--- src/include/fswp_pkg.sv ---
// Package for the flash status and write-protection block: command
// codes, status bit positions, reset values and state encoding.
// Assumes a command decoder outside that turns serial frames into pulses.
package fswp_pkg;

  // Command codes presented on cmd_code with a one-cycle cmd_valid
  localparam logic [2:0] CMD_NOP = 3'h0;
  localparam logic [2:0] CMD_WRITE_UNLOCK = 3'h1;
  localparam logic [2:0] CMD_WRITE_LOCK = 3'h2;
  localparam logic [2:0] CMD_STATUS_WRITE = 3'h3;
  localparam logic [2:0] CMD_PAGE_WRITE = 3'h4;
  localparam logic [2:0] CMD_FOUR_KB_WIPE = 3'h5;
  localparam logic [2:0] CMD_BLOCK_WIPE = 3'h6;
  localparam logic [2:0] CMD_CHIP_WIPE = 3'h7;

  // Status register selectors for a status write
  localparam logic [1:0] SEL_LOW = 2'h1;
  localparam logic [1:0] SEL_MID = 2'h2;
  localparam logic [1:0] SEL_HIGH = 2'h3;

  // Bit positions inside the low status byte
  localparam int LOW_LOCK_MODE_LOW = 7;
  localparam int LOW_BP_MSB = 6;
  localparam int LOW_BP_LSB = 2;
  localparam int LOW_WEL = 1;
  localparam int LOW_BUSY = 0;
  // Bit positions inside the mid status byte
  localparam int MID_ERASE_PAUSED = 7;
  localparam int MID_COMPLEMENT = 6;
  localparam int MID_LOCK_MSB = 5;
  localparam int MID_LOCK_LSB = 3;
  localparam int MID_PROG_PAUSED = 2;
  localparam int MID_QUAD = 1;
  localparam int MID_LOCK_MODE_HIGH = 0;
  // Bit positions inside the high status byte
  localparam int HIGH_PIN_FUNC = 7;
  localparam int HIGH_STRENGTH_MSB = 6;
  localparam int HIGH_STRENGTH_LSB = 5;
  localparam int HIGH_DUMMY = 0;

  // Power-on values of the stored fields
  localparam logic [4:0] BP_RESET = 5'h00;
  localparam logic [2:0] SEC_LOCK_RESET = 3'h0;
  localparam logic [1:0] STRENGTH_RESET = 2'h1;
  localparam logic [1:0] LOCK_MODE_RESET = 2'h0;

  // Lock mode codes {high, low}
  localparam logic [1:0] LOCK_SOFTWARE = 2'h0;
  localparam logic [1:0] LOCK_PIN = 2'h1;
  localparam logic [1:0] LOCK_POWER = 2'h2;
  localparam logic [1:0] LOCK_FOREVER = 2'h3;

  // Protection geometry: 16 MB array, granules of 256 KB and 4 KB
  localparam int ADDR_W = 24;
  localparam logic [4:0] EXP_LARGE = 5'h12;
  localparam logic [4:0] EXP_SMALL = 5'h0c;
  localparam logic [2:0] SMALL_SHIFT_MAX = 3'h3;
  localparam logic [2:0] BP_CODE_NONE = 3'h0;
  localparam logic [2:0] BP_CODE_ALL = 3'h7;

  // One-hot engine states
  typedef enum logic [2:0] {
    ST_IDLE = 3'b001,
    ST_ARRAY = 3'b010,
    ST_STATUS = 3'b100
  } fswp_state_t;

endpackage

--- src/design/fswp_range.sv ---
// Guarded-range decoder: tells whether one array address lies in the area
// selected by the block-protect field and the complement bit.
// Purely combinational; the caller registers whatever it keeps.
module fswp_range
  import fswp_pkg::*;
(
  // Protection settings
  input wire logic [4:0] block_protect_field,
  input wire logic complement_protect,
  // Address under test
  input wire logic [ADDR_W-1:0] addr,
  // Verdicts
  output logic guarded,
  output logic chip_wipe_ok
);

  logic [2:0] code;
  logic [2:0] shift;
  logic [4:0] size_exp;
  logic [ADDR_W-1:0] mask;
  logic base_hit;

  // Range with complement clear, then inverted when complement is set
  always_comb begin
    code = block_protect_field[2:0];
    shift = code - 3'h1;
    if (block_protect_field[4] && shift > SMALL_SHIFT_MAX) begin
      shift = SMALL_SHIFT_MAX; // 32 KB tops out the small granule
    end
    size_exp = (block_protect_field[4] ? EXP_SMALL : EXP_LARGE) +
               {2'h0, shift};
    mask = ~((24'h000001 << size_exp) - 24'h000001);
    if (code == BP_CODE_NONE) begin
      base_hit = 1'b0;
    end else if (code == BP_CODE_ALL) begin
      base_hit = 1'b1;
    end else if (block_protect_field[3]) begin
      base_hit = ((addr & mask) == 24'h000000);
    end else begin
      base_hit = ((addr & mask) == mask);
    end
    guarded = base_hit ^ complement_protect;
  end

  // Chip erase only with nothing guarded
  assign chip_wipe_ok = (code == BP_CODE_NONE && !complement_protect) ||
                        (code == BP_CODE_ALL && complement_protect);

endmodule

--- src/design/fswp_core.sv ---
// Status registers and write-protection gate of a serial NOR flash.
// Assumes a command decoder that delivers whole, byte-aligned commands as
// one-cycle pulses, and an array engine that reports completion.
//
// Function
// - complement bit inverts the guarded range
// - low status byte layout, read-only busy/latch
// - mid status byte layout, paused flags read-only
// - high status byte layout, reserved bits
// - busy flag high during program/erase/status write
// - latch clear rejects all write commands
// - refuse program/erase inside guarded range
// - no protect changes under hardware protection
// - chip erase only when nothing guarded
// - lock mode 00 allows writes after latch
// - lock mode 01 follows write-protect pin
// - lock mode 10 blocks until power cycle
// - lock mode 11 blocks status writes forever
// - quad enable turns control pins into data
// - latch cleared by power, reset, completions
// - block-protect field selects guarded range
// - security lock bits are set-only
module fswp_core
  import fswp_pkg::*;
(
  // Clock and reset
  input wire logic clk,
  input wire logic nrst,
  // Commands from the decoder
  input wire logic cmd_valid,
  input wire logic [2:0] cmd_code,
  input wire logic [1:0] cmd_sel,
  input wire logic [ADDR_W-1:0] cmd_addr,
  input wire logic [7:0] cmd_data,
  // Command verdicts
  output logic cmd_accepted,
  output logic cmd_refused,
  // Array engine
  output logic op_start,
  output logic [2:0] op_code,
  output logic [ADDR_W-1:0] op_addr,
  input wire logic op_done,
  // Power, reset and suspend events
  input wire logic power_cycle,
  input wire logic soft_reset,
  input wire logic erase_suspend,
  input wire logic program_suspend,
  input wire logic op_resume,
  // Pin states
  input wire logic wp_n,
  output logic wp_pin_is_data,
  output logic hold_pin_is_data,
  output logic hold_pin_is_reset,
  // Status bytes
  output logic [7:0] status_protect_low,
  output logic [7:0] status_protect_mid,
  output logic [7:0] status_config_high,
  // Decoded settings for the rest of the device
  output logic [2:0] security_lock,
  output logic [1:0] output_strength,
  output logic dummy_cycle_select
);

  fswp_state_t state_q, state_d;
  logic write_enable_latch_q, write_enable_latch_d;
  logic [4:0] block_protect_field_q, block_protect_field_d;
  logic lock_mode_high_q, lock_mode_high_d;
  logic lock_mode_low_q, lock_mode_low_d;
  logic complement_protect_q, complement_protect_d;
  logic quad_io_enable_q, quad_io_enable_d;
  logic [2:0] sec_lock_q, sec_lock_d;
  logic erase_paused_flag_q, erase_paused_flag_d;
  logic program_paused_flag_q, program_paused_flag_d;
  logic pin_func_q, pin_func_d;
  logic [1:0] strength_q, strength_d;
  logic dummy_q, dummy_d;
  logic [1:0] pend_sel_q, pend_sel_d;
  logic [7:0] pend_data_q, pend_data_d;
  logic accepted_q, accepted_d;
  logic refused_q, refused_d;
  logic start_q, start_d;
  logic [2:0] op_code_q, op_code_d;
  logic [ADDR_W-1:0] op_addr_q, op_addr_d;

  logic guarded;
  logic chip_wipe_ok;
  logic [1:0] lock_mode;
  logic wp_eff_n;
  logic status_write_ok;
  logic write_busy_flag;
  logic is_write_cmd;

  // Address check on the full incoming address
  fswp_range u_range (
    .block_protect_field(block_protect_field_q),
    .complement_protect(complement_protect_q),
    .addr(cmd_addr),
    .guarded(guarded),
    .chip_wipe_ok(chip_wipe_ok)
  );

  // Pin roles follow quad enable; a data pin never acts as write-protect
  assign wp_eff_n = quad_io_enable_q | wp_n;
  assign wp_pin_is_data = quad_io_enable_q;
  assign hold_pin_is_data = quad_io_enable_q;
  assign hold_pin_is_reset = !quad_io_enable_q && pin_func_q;

  // Status write gate by lock mode
  assign lock_mode = {lock_mode_high_q, lock_mode_low_q};
  always_comb begin
    case (lock_mode)
      LOCK_SOFTWARE: status_write_ok = 1'b1;
      LOCK_PIN: status_write_ok = wp_eff_n;
      LOCK_POWER: status_write_ok = 1'b0;
      LOCK_FOREVER: status_write_ok = 1'b0;
      default: status_write_ok = 1'b0;
    endcase
  end

  assign write_busy_flag = (state_q != ST_IDLE);
  assign is_write_cmd = (cmd_code == CMD_STATUS_WRITE) ||
                        (cmd_code == CMD_PAGE_WRITE) ||
                        (cmd_code == CMD_FOUR_KB_WIPE) ||
                        (cmd_code == CMD_BLOCK_WIPE) ||
                        (cmd_code == CMD_CHIP_WIPE);

  // Command acceptance, engine sequencing and status field updates
  always_comb begin
    state_d = state_q;
    write_enable_latch_d = write_enable_latch_q;
    block_protect_field_d = block_protect_field_q;
    lock_mode_high_d = lock_mode_high_q;
    lock_mode_low_d = lock_mode_low_q;
    complement_protect_d = complement_protect_q;
    quad_io_enable_d = quad_io_enable_q;
    sec_lock_d = sec_lock_q;
    erase_paused_flag_d = erase_paused_flag_q;
    program_paused_flag_d = program_paused_flag_q;
    pin_func_d = pin_func_q;
    strength_d = strength_q;
    dummy_d = dummy_q;
    pend_sel_d = pend_sel_q;
    pend_data_d = pend_data_q;
    accepted_d = 1'b0;
    refused_d = 1'b0;
    start_d = 1'b0;
    op_code_d = op_code_q;
    op_addr_d = op_addr_q;
    // Suspend flags: resume clears, a suspend in the same cycle wins
    if (op_resume) begin
      erase_paused_flag_d = 1'b0;
      program_paused_flag_d = 1'b0;
    end
    if (erase_suspend) begin
      erase_paused_flag_d = 1'b1;
    end
    if (program_suspend) begin
      program_paused_flag_d = 1'b1;
    end
    case (state_q)
      ST_IDLE: begin
        if (cmd_valid && cmd_code == CMD_WRITE_UNLOCK) begin
          write_enable_latch_d = 1'b1;
          accepted_d = 1'b1;
        end else if (cmd_valid && cmd_code == CMD_WRITE_LOCK) begin
          write_enable_latch_d = 1'b0;
          accepted_d = 1'b1;
        end else if (cmd_valid && is_write_cmd) begin
          if (!write_enable_latch_q) begin
            refused_d = 1'b1;
          end else if (cmd_code == CMD_STATUS_WRITE) begin
            if (status_write_ok && cmd_sel != 2'h0) begin
              pend_sel_d = cmd_sel;
              pend_data_d = cmd_data;
              state_d = ST_STATUS;
              accepted_d = 1'b1;
            end else begin
              refused_d = 1'b1;
            end
          end else if (cmd_code == CMD_CHIP_WIPE ? !chip_wipe_ok
                                                 : guarded) begin
            refused_d = 1'b1;
          end else begin
            start_d = 1'b1;
            op_code_d = cmd_code;
            op_addr_d = cmd_addr;
            state_d = ST_ARRAY;
            accepted_d = 1'b1;
          end
        end else if (cmd_valid && cmd_code != CMD_NOP) begin
          refused_d = 1'b1;
        end
      end
      ST_ARRAY: begin
        if (cmd_valid) begin
          refused_d = 1'b1; // Busy: the engine owns the array
        end
        if (op_done) begin
          write_enable_latch_d = 1'b0;
          state_d = ST_IDLE;
        end
      end
      ST_STATUS: begin
        if (cmd_valid) begin
          refused_d = 1'b1;
        end
        // New value lands when the non-volatile write completes
        if (op_done) begin
          write_enable_latch_d = 1'b0;
          state_d = ST_IDLE;
          case (pend_sel_q)
            SEL_LOW: begin
              lock_mode_low_d = pend_data_q[LOW_LOCK_MODE_LOW];
              block_protect_field_d =
                pend_data_q[LOW_BP_MSB:LOW_BP_LSB];
            end
            SEL_MID: begin
              complement_protect_d = pend_data_q[MID_COMPLEMENT];
              sec_lock_d = sec_lock_q |
                pend_data_q[MID_LOCK_MSB:MID_LOCK_LSB];
              quad_io_enable_d = pend_data_q[MID_QUAD];
              lock_mode_high_d = pend_data_q[MID_LOCK_MODE_HIGH];
            end
            SEL_HIGH: begin
              pin_func_d = pend_data_q[HIGH_PIN_FUNC];
              strength_d =
                pend_data_q[HIGH_STRENGTH_MSB:HIGH_STRENGTH_LSB];
              dummy_d = pend_data_q[HIGH_DUMMY];
            end
            default: begin
              state_d = ST_IDLE;
            end
          endcase
        end
      end
      default: begin
        state_d = ST_IDLE;
      end
    endcase
    // Power cycle and software reset end work and drop volatile bits
    if (power_cycle || soft_reset) begin
      state_d = ST_IDLE;
      write_enable_latch_d = 1'b0;
      erase_paused_flag_d = 1'b0;
      program_paused_flag_d = 1'b0;
      start_d = 1'b0;
    end
    // Supply lock-down lasts only until the next power cycle
    if (power_cycle && lock_mode == LOCK_POWER) begin
      lock_mode_high_d = 1'b0;
      lock_mode_low_d = 1'b0;
    end
  end

  // Registers; non-volatile fields start at their delivery values
  always_ff @(posedge clk or negedge nrst) begin
    if (!nrst) begin
      state_q <= ST_IDLE;
      write_enable_latch_q <= 1'b0;
      block_protect_field_q <= BP_RESET;
      lock_mode_high_q <= LOCK_MODE_RESET[1];
      lock_mode_low_q <= LOCK_MODE_RESET[0];
      complement_protect_q <= 1'b0;
      quad_io_enable_q <= 1'b0;
      sec_lock_q <= SEC_LOCK_RESET;
      erase_paused_flag_q <= 1'b0;
      program_paused_flag_q <= 1'b0;
      pin_func_q <= 1'b0;
      strength_q <= STRENGTH_RESET;
      dummy_q <= 1'b0;
      pend_sel_q <= 2'h0;
      pend_data_q <= 8'h00;
      accepted_q <= 1'b0;
      refused_q <= 1'b0;
      start_q <= 1'b0;
      op_code_q <= CMD_NOP;
      op_addr_q <= 24'h000000;
    end else begin
      state_q <= state_d;
      write_enable_latch_q <= write_enable_latch_d;
      block_protect_field_q <= block_protect_field_d;
      lock_mode_high_q <= lock_mode_high_d;
      lock_mode_low_q <= lock_mode_low_d;
      complement_protect_q <= complement_protect_d;
      quad_io_enable_q <= quad_io_enable_d;
      sec_lock_q <= sec_lock_d;
      erase_paused_flag_q <= erase_paused_flag_d;
      program_paused_flag_q <= program_paused_flag_d;
      pin_func_q <= pin_func_d;
      strength_q <= strength_d;
      dummy_q <= dummy_d;
      pend_sel_q <= pend_sel_d;
      pend_data_q <= pend_data_d;
      accepted_q <= accepted_d;
      refused_q <= refused_d;
      start_q <= start_d;
      op_code_q <= op_code_d;
      op_addr_q <= op_addr_d;
    end
  end

  // Outputs
  assign cmd_accepted = accepted_q;
  assign cmd_refused = refused_q;
  assign op_start = start_q;
  assign op_code = op_code_q;
  assign op_addr = op_addr_q;
  assign security_lock = sec_lock_q;
  assign output_strength = strength_q;
  assign dummy_cycle_select = dummy_q;

  // Status byte images, assembled from flops only
  assign status_protect_low = {lock_mode_low_q, block_protect_field_q,
                               write_enable_latch_q,
                               write_busy_flag};
  assign status_protect_mid = {erase_paused_flag_q, complement_protect_q,
                               sec_lock_q, program_paused_flag_q,
                               quad_io_enable_q, lock_mode_high_q};
  assign status_config_high = {pin_func_q, strength_q, 4'h0,
                               dummy_q};

endmodule

--- config.mk ---
export PLATFORM = sky130hd
export DESIGN_NAME = fswp_core
export DESIGN_NICKNAME = d
export VERILOG_FILES = /design/src/include/fswp_pkg.sv /design/src/design/fswp_range.sv /design/src/design/fswp_core.sv
export SDC_FILE = /design/constraint.sdc
export NUM_CORES = 1
export LEC_CHECK = 0
export ABC_AREA = 1
export BUFFER_PORTS_ARGS = -buffer_cell sky130_fd_sc_hd__buf_2
export CORE_MARGIN = 2
export CORE_UTILIZATION = 30
export CTS_CLUSTER_SIZE = 28
export DETAILED_ROUTE_END_ITERATION = 16
export PLACE_DENSITY = 0.53
export SLEW_MARGIN = 40
export SYNTH_ARGS = -nofsm -noshare
export SYNTH_HDL_FRONTEND = slang
export SYNTH_HIERARCHICAL = 1
export SYNTH_SLANG_ARGS = --single-unit
--- constraint.sdc ---
create_clock -name clk -period 4.85 [get_ports clk]
set_input_delay 0 -clock clk [delete_from_list [all_inputs] [get_ports clk]]
set_output_delay 0 -clock clk [all_outputs]
set_load 0.03 [all_outputs]
==> results of run 1 <==
-- repair_timing --
| action | CTS | global route |
|---|---|---|
| setup buffers | 0 | 2 |
| hold endpoints to repair | 101 | 0 |
| setup endpoints to repair | 0 | 28 |
| hold buffers | 43 | 0 |
| gates resized for setup | 0 | 3 |
-- registers in the layout, indices dropped and copies added, names as in the netlist, 2 cells and up --
signal,cells
output_strength,2
op_addr,24
pend_data_q,8
state_q,3
pend_sel_q,2
security_lock,3
block_protect_field_q,5
op_code,3
-- power breakdown --
| part | switching (W) | internal, W |
|---|---|---|
| clock | 0.000234 | 0.000515 |
| combinational | 0.000119 | 0.0000715 |
| sequential | 0.0000133 | 0.000544 |
| total | 0.000366 | 0.00113 |
-- final timing paths --
path	to	slack (ns)	cells past startpoint
max	op_addr[14]$_DFFE_PN0P_	0.48	30
min	program_paused_flag_q$_DFFE_PN0P_	0.03	4
max reg2reg	op_addr[14]$_DFFE_PN0P_	0.48	30
min reg2reg	op_code[2]$_DFFE_PN0P_	0.47	1
max in group asynchronous	state_q[0]$_DFFE_PN1P_	4.17	3
min in group asynchronous	op_addr[17]$_DFFE_PN0P_	0.27	3
-- per-layer routing --
metal	GRT usage, %	vias up	routed length (um)
met5	0	-	0
met4	6.25	0	200
met3	4.23	17	582
met2	28.7	106	5610
met1	19.7	1741	4960
li1	-	2010	-
-- synth_stat cells, drive strengths merged --
cell type / number
o21ai: 21
a31oi: 4
buf: 29
nor4: 1
o211ai: 1
a22oi: 1
nand3b: 4
a21oi: 20
nor2: 57
nand2: 172
and3: 1
dfrtp: 60
ha: 6
dfstp: 2
o22ai: 2
or2: 6
nand4: 12
conb: 1
nand3: 67
o21bai: 4
clkbuf: 2
nor3: 5
mux2i: 1
clkinv: 2
inv: 69
-- final cells by class --
type	instances	area, um2
clock inverters	4	95.1
flip-flops and latches	62	1550
fillers	1413	7750
clock buffers	12	246
inverters	71	272
repair buffers	158	1030
multi-input cells	389	1960
well taps	176	220
-- placed cells by master (no fill, tap or decap), types with 2 or more instances in the layout --
master / n
nand3_2: 5
a21oi_1: 13
clkbuf_16: 9
dfrtp_1: 60
nand2_1: 155
nand3_4: 2
or2_2: 6
buf_4: 9
nand2_2: 16
o21bai_1: 3
inv_2: 6
nor2_2: 7
a21oi_2: 7
o21ai_1: 4
clkinv_1: 2
bufinv_16: 3
conb_1: 4
nand3_1: 60
nand4_1: 11
o22ai_1: 2
nor2_4: 2
nor3_1: 4
ha_1: 5
nor2_1: 48
o21ai_0: 16
dfstp_2: 2
dlygate4sd3_1: 43
clkbuf_1: 2
buf_2: 105
a31oi_1: 4
inv_1: 62
nand3b_1: 4
-- per-stage QoR --
stage,instances,instance area [um2],power (W),setup slack (ns)
detailed placement,811,4590,0.000731,0.358
global placement,811,4590,0.000729,0.421
global route,872,5390,0.00156,0.0158
floorplan,553,4010,0.000664,0.656
finish,872,5390,0.00150,0.480
CTS,870,5360,0.00151,0.321
-- worst register-to-register path: cells and delay by family, from the launching register on --
| family | cells | cell delay (ns) |
|---|---|---|
| AO/OA/AOI/OAI | 3 | 0.45 |
| adder cells (fa/ha/maj) | 4 | 1.07 |
| buffers and inverters | 5 | 0.53 |
| flip-flops | 1 | 0.38 |
| AND/OR/NAND/NOR | 18 | 1.83 |
-- cells by family after synthesis --
logic type,after synthesis
flops,62
fa+ha+maj,6
simple gates,325
mux,1
buf+inv,102
other cells,1
compound gates,53
==> flow_metrics.tcl, run 1 <==
set metrics [dict create \
    numClockSinks 62 \
    rows 42 \
    cts_max_path_buffers 2 \
    synth-xor-area-share_pct 0 \
    clk_pin_slew_worst_paths_ns 0.06 \
    antenna_found_initial 0 \
    netlist_instances 550 \
    timing.hold.ws_ns 0.0312 \
    fin_crit_ns 4.37 \
    worstPathMaxFanout 18 \
    outcome "complete, no violations" \
    fin_nets 744 \
    ios 110 \
    fin_crit_sh_pct 90.1 \
    start_kind "register" \
    hold_viol 0 \
    synth_top_cell_by_area "dfrtp_1" \
    ir_drop_mv 0.187 \
    antenna-diode-count 0 \
    crit_required_ns 5.08 \
    power_density_nw_per_um2 278 \
    relSlewSlack_pct 51.7 \
    postRouteAntennaNets 0 \
    synth-seq-cells 62 \
    wl_mm 11.4 \
    grt_pass1_vias 3845 \
    maxCapViolCount 0 \
    port_buffers 105 \
    cp-end-kind "register" \
    drcViolationCount 0 \
    dp_hpwl_mm 8.54 \
    clock-skew-final_ns 0.00996 \
    hold_path.startpoint "soft_reset" \
    drt_iter0_markers 161 \
    rsz0062_at_grt "no" \
    yosys.area.top_type_share_pct 37.5 \
    hold_path_class "in -> reg" \
    crit_slowest_cell "dfrtp_1" \
    htreeDepth 3 \
    initial_core_util_pct 30.5 \
    synthAdderAreaFrac_pct 1.88 \
    fp.dieW_um 120 \
    via_count 3874 \
    track_usage_pct 16.6 \
    cp.buffers_inverters 5 \
    coreArea_um2 13100 \
    viasPerCell 4.44 \
    synth.avg_cell_area_um2 7.28 \
    setup_violations 0 \
    cts_buffers 9 \
    overflow 0 \
    critical_path.top_delay_family "simple AND/OR/NAND/NOR gates" \
    final_core_util_pct 41.0 \
    synth_compound_area_share_pct 8.22 \
    wl_per_cell_um 13.0 \
    p_leak_nw 2.99 \
    r2r_start "block_protect_field_q[1]$_DFFE_PN0P_" \
    synth_top_family_by_area "simple AND/OR/NAND/NOR gates" \
    clock_latency_ns 0.35 \
    ys_top_cells_by_area "dfrtp_1 38%, nand2_1 15%, nand3_1 7.5%" \
    syn2layout_area_growth_pct 34.5 \
    root_buffer "clkbuf_16" \
    max_freq_mhz 229 \
    dieArea_um2 14300 \
    cp-startpoint "block_protect_field_q[1]$_DFFE_PN0P_" \
    cp_common_cell "nand2_1" \
    yosysWarnings 6 \
    grt_start_max_net_pins 63 \
    syn-cell-area_um2 4000 \
    grt_pass1_wl_mm 18.6 \
    synth-simple-area-share_pct 38.2 \
    max_stage_delay_ns 0.38 \
    worst-slew-pin-transition_ns 0.718 \
    synthDistinctLibCells 43 \
    arrival_ns 4.60 \
    drive_gt1_share_pct 27.3 \
    seq_area_frac_synth_pct 38.8 \
    tns_ns 0 \
    routabilityCongestion 0.945 \
    critPathKind "reg -> reg" \
    synth_mux_area_share_pct 0.250 \
    die_height_um 120 \
    cts_tree "done" \
    first_pass_iters 4 \
    drv_slew 0 \
]
(Power assumes the default switching activity.)
==> inputs of run 2 (changes only) <==
- BUFFER_PORTS_ARGS: -buffer_cell sky130_fd_sc_hd__buf_2 -> -buffer_cell sky130_fd_sc_hd__buf_4
==> run 2 against run 1 <==
Maximum frequency grew 1.7%. Core utilization is 1.9 points higher. Total power is 5.5% lower. Global-route usage rose by 0.17 points. Clock skew down 0.00055 ns. Register-to-register slack improved by 0.07 ns. Critical path type unchanged. Largest power group unchanged.
==> flow_metrics.tcl, run 2 (same netlist as run 1, synthesis figures left out) <==
set metrics [dict create \
    rows 42 \
    power_frac_seq_pct 39.5 \
    largest_reg_flops 24 \
    grt_start_max_net_pins 63 \
    cts_max_path_buffers 2 \
    port_buffers 105 \
    final_core_util_pct 42.9 \
    grt_pass1_wl_mm 19.0 \
    crit_slowest_cell "dfrtp_1" \
    cp_common_cell "nand2_1" \
    drt_iter0_markers 194 \
    clock_power_share_pct 45.3 \
    worst-slew-pin-transition_ns 0.703 \
    postRouteAntennaNets 0 \
    fin_crit_sh_pct 88.6 \
    via_count 3993 \
    power_density_nw_per_um2 251 \
    rsz0062_at_grt "no" \
    routabilityCongestion 0.895 \
    layout_commonest_cell "nand2_1" \
    cts_buffers 9 \
    arrival_ns 4.52 \
    antenna_found_initial 0 \
    fill_cells 1389 \
    die_height_um 120 \
    maxCapViolCount 0 \
    critPathKind "reg -> reg" \
    tns_ns 0 \
    p_int_w 0.00104 \
    fin_nets 748 \
    ios 110 \
    root_buffer "clkbuf_16" \
    final_cell_area_um2 5630 \
    track_usage_pct 16.7 \
    drv_slew 0 \
    clock_latency_ns 0.34 \
    dp_hpwl_mm 8.62 \
    clk_pin_slew_worst_paths_ns 0.05 \
    fin_crit_ns 4.30 \
    ir_drop_mv 0.161 \
    p_leak_nw 3.03 \
    fp.dieW_um 120 \
    pwr-share-comb_pct 15.3 \
    syn2layout_area_growth_pct 40.7 \
    overflow 0 \
    htreeDepth 3 \
    cts_tree "done" \
    relSlewSlack_pct 52.7 \
    dieArea_um2 14300 \
    numClockSinks 62 \
    wl_mm 11.4 \
    clock-skew-final_ns 0.00941 \
    netSwitchingFraction_pct 26.8 \
    hold_path_class "in -> reg" \
    antenna-diode-count 0 \
    stdcell_count 876 \
    drcViolationCount 0 \
    postPlaceCellArea_um2 4860 \
    worstPathMaxFanout 19 \
    switchingPower_w 0.000379 \
    viasPerCell 4.56 \
    crit_required_ns 5.08 \
    drive_gt1_share_pct 27.6 \
    outcome "complete, no violations" \
    initial_core_util_pct 30.5 \
    wl_per_cell_um 13.0 \
    coreArea_um2 13100 \
    hold_viol 0 \
    final_cell_mix "155 x nand2_1, 117 x buf_4, 62 x inv_1" \
    max_stage_delay_ns 0.40 \
    dp.cells 813 \
    max_freq_mhz 233 \
    cp-end-kind "register" \
    grt_pass1_vias 4042 \
    design_power_total_w 0.00141 \
    setup_violations 0 \
    start_kind "register" \
    first_pass_iters 4 \
]
run 2: cell types whose count changed in the layout (fill, tap and decap cells not counted), moves of 2 or more:
cell	previous run	this run
buf_4	9	117
bufinv_16	3	1
clkinvlp_4	0	2
buf_2	105	0
run 2: worst paths after layout:
kind | cells after the start | startpoint | to | slack (ns)
setup / recovery | 30 | block_protect_field_q[1]$_DFFE_PN0P_ | op_addr[17]$_DFFE_PN0P_ | 0.55
hold / removal | 4 | soft_reset | program_paused_flag_q$_DFFE_PN0P_ | 0.02
setup reg to reg | 30 | block_protect_field_q[1]$_DFFE_PN0P_ | op_addr[17]$_DFFE_PN0P_ | 0.55
hold reg to reg | 2 | op_addr[11]$_DFFE_PN0P_ | op_addr[11]$_DFFE_PN0P_ | 0.48
max in group asynchronous | 2 | nrst | state_q[2]$_DFFE_PN0P_ | 4.23
min in group asynchronous | 2 | nrst | op_addr[15]$_DFFE_PN0P_ | 0.21
run 2: metal layers:
layer  global-route usage (%)  vias up  routed length, um  part of all wire [%]
met5                        0        -                  0                     0
met4                     6.10        0                179                   1.6
met3                     3.61       12                573                   5.0
met2                     29.3      111               5640                    49
met1                     20.2     1847               5020                    44
li1                         -     2023                  -                     -
run 2: what timing repair did:
item | in CTS | in global routing
resized for setup | 0 | 3
hold buffers | 43 | 0
hold endpoints to repair | 102 | 0
buffers inserted | 0 | 4
endpoints found under the setup margin | 0 | 26
run 2: worst max-delay path, delay by kind of cell, from the launching register on:
family                   cells  cell delay [ns]
AND/OR/NAND/NOR             19             1.94
buffers and inverters        6             0.59
AO/OA/AOI/OAI                1             0.21
flip-flops                   1             0.40
adder cells (fa/ha/maj)      4             1.05
run 2: final cells by class:
cell class	count	area (um2)	area share, %
Clock buffer	10	229	4.07
Clock inverter	6	63.8	1.13
Inverter	71	274	4.87
Multi-Input combinational cell	389	1960	34.8
Sequential cell	62	1550	27.6
Tap cell	176	220	3.91
Timing Repair Buffer	162	1330	23.6
run 2: power groups by stage:
stage          sequential, W  clock [W]  combinational, W
2_1_floorplan       0.000609          0         0.0000544
3_3_place_gp        0.000567          0          0.000189
3_5_place_dp        0.000567          0          0.000190
6_report            0.000558   0.000640          0.000216
4_1_cts             0.000559   0.000659          0.000218
5_1_grt             0.000561   0.000685          0.000234
run 2: stage by stage:
stage | setup WS (ns) | hold slack, ns
floorplan | 0.656 | -0.296
global placement | 0.501 | 0.137
detailed placement | 0.408 | 0.149
CTS | 0.401 | 0.00835
global route | 0.00393 | 0.0415
finish | 0.555 | 0.0159
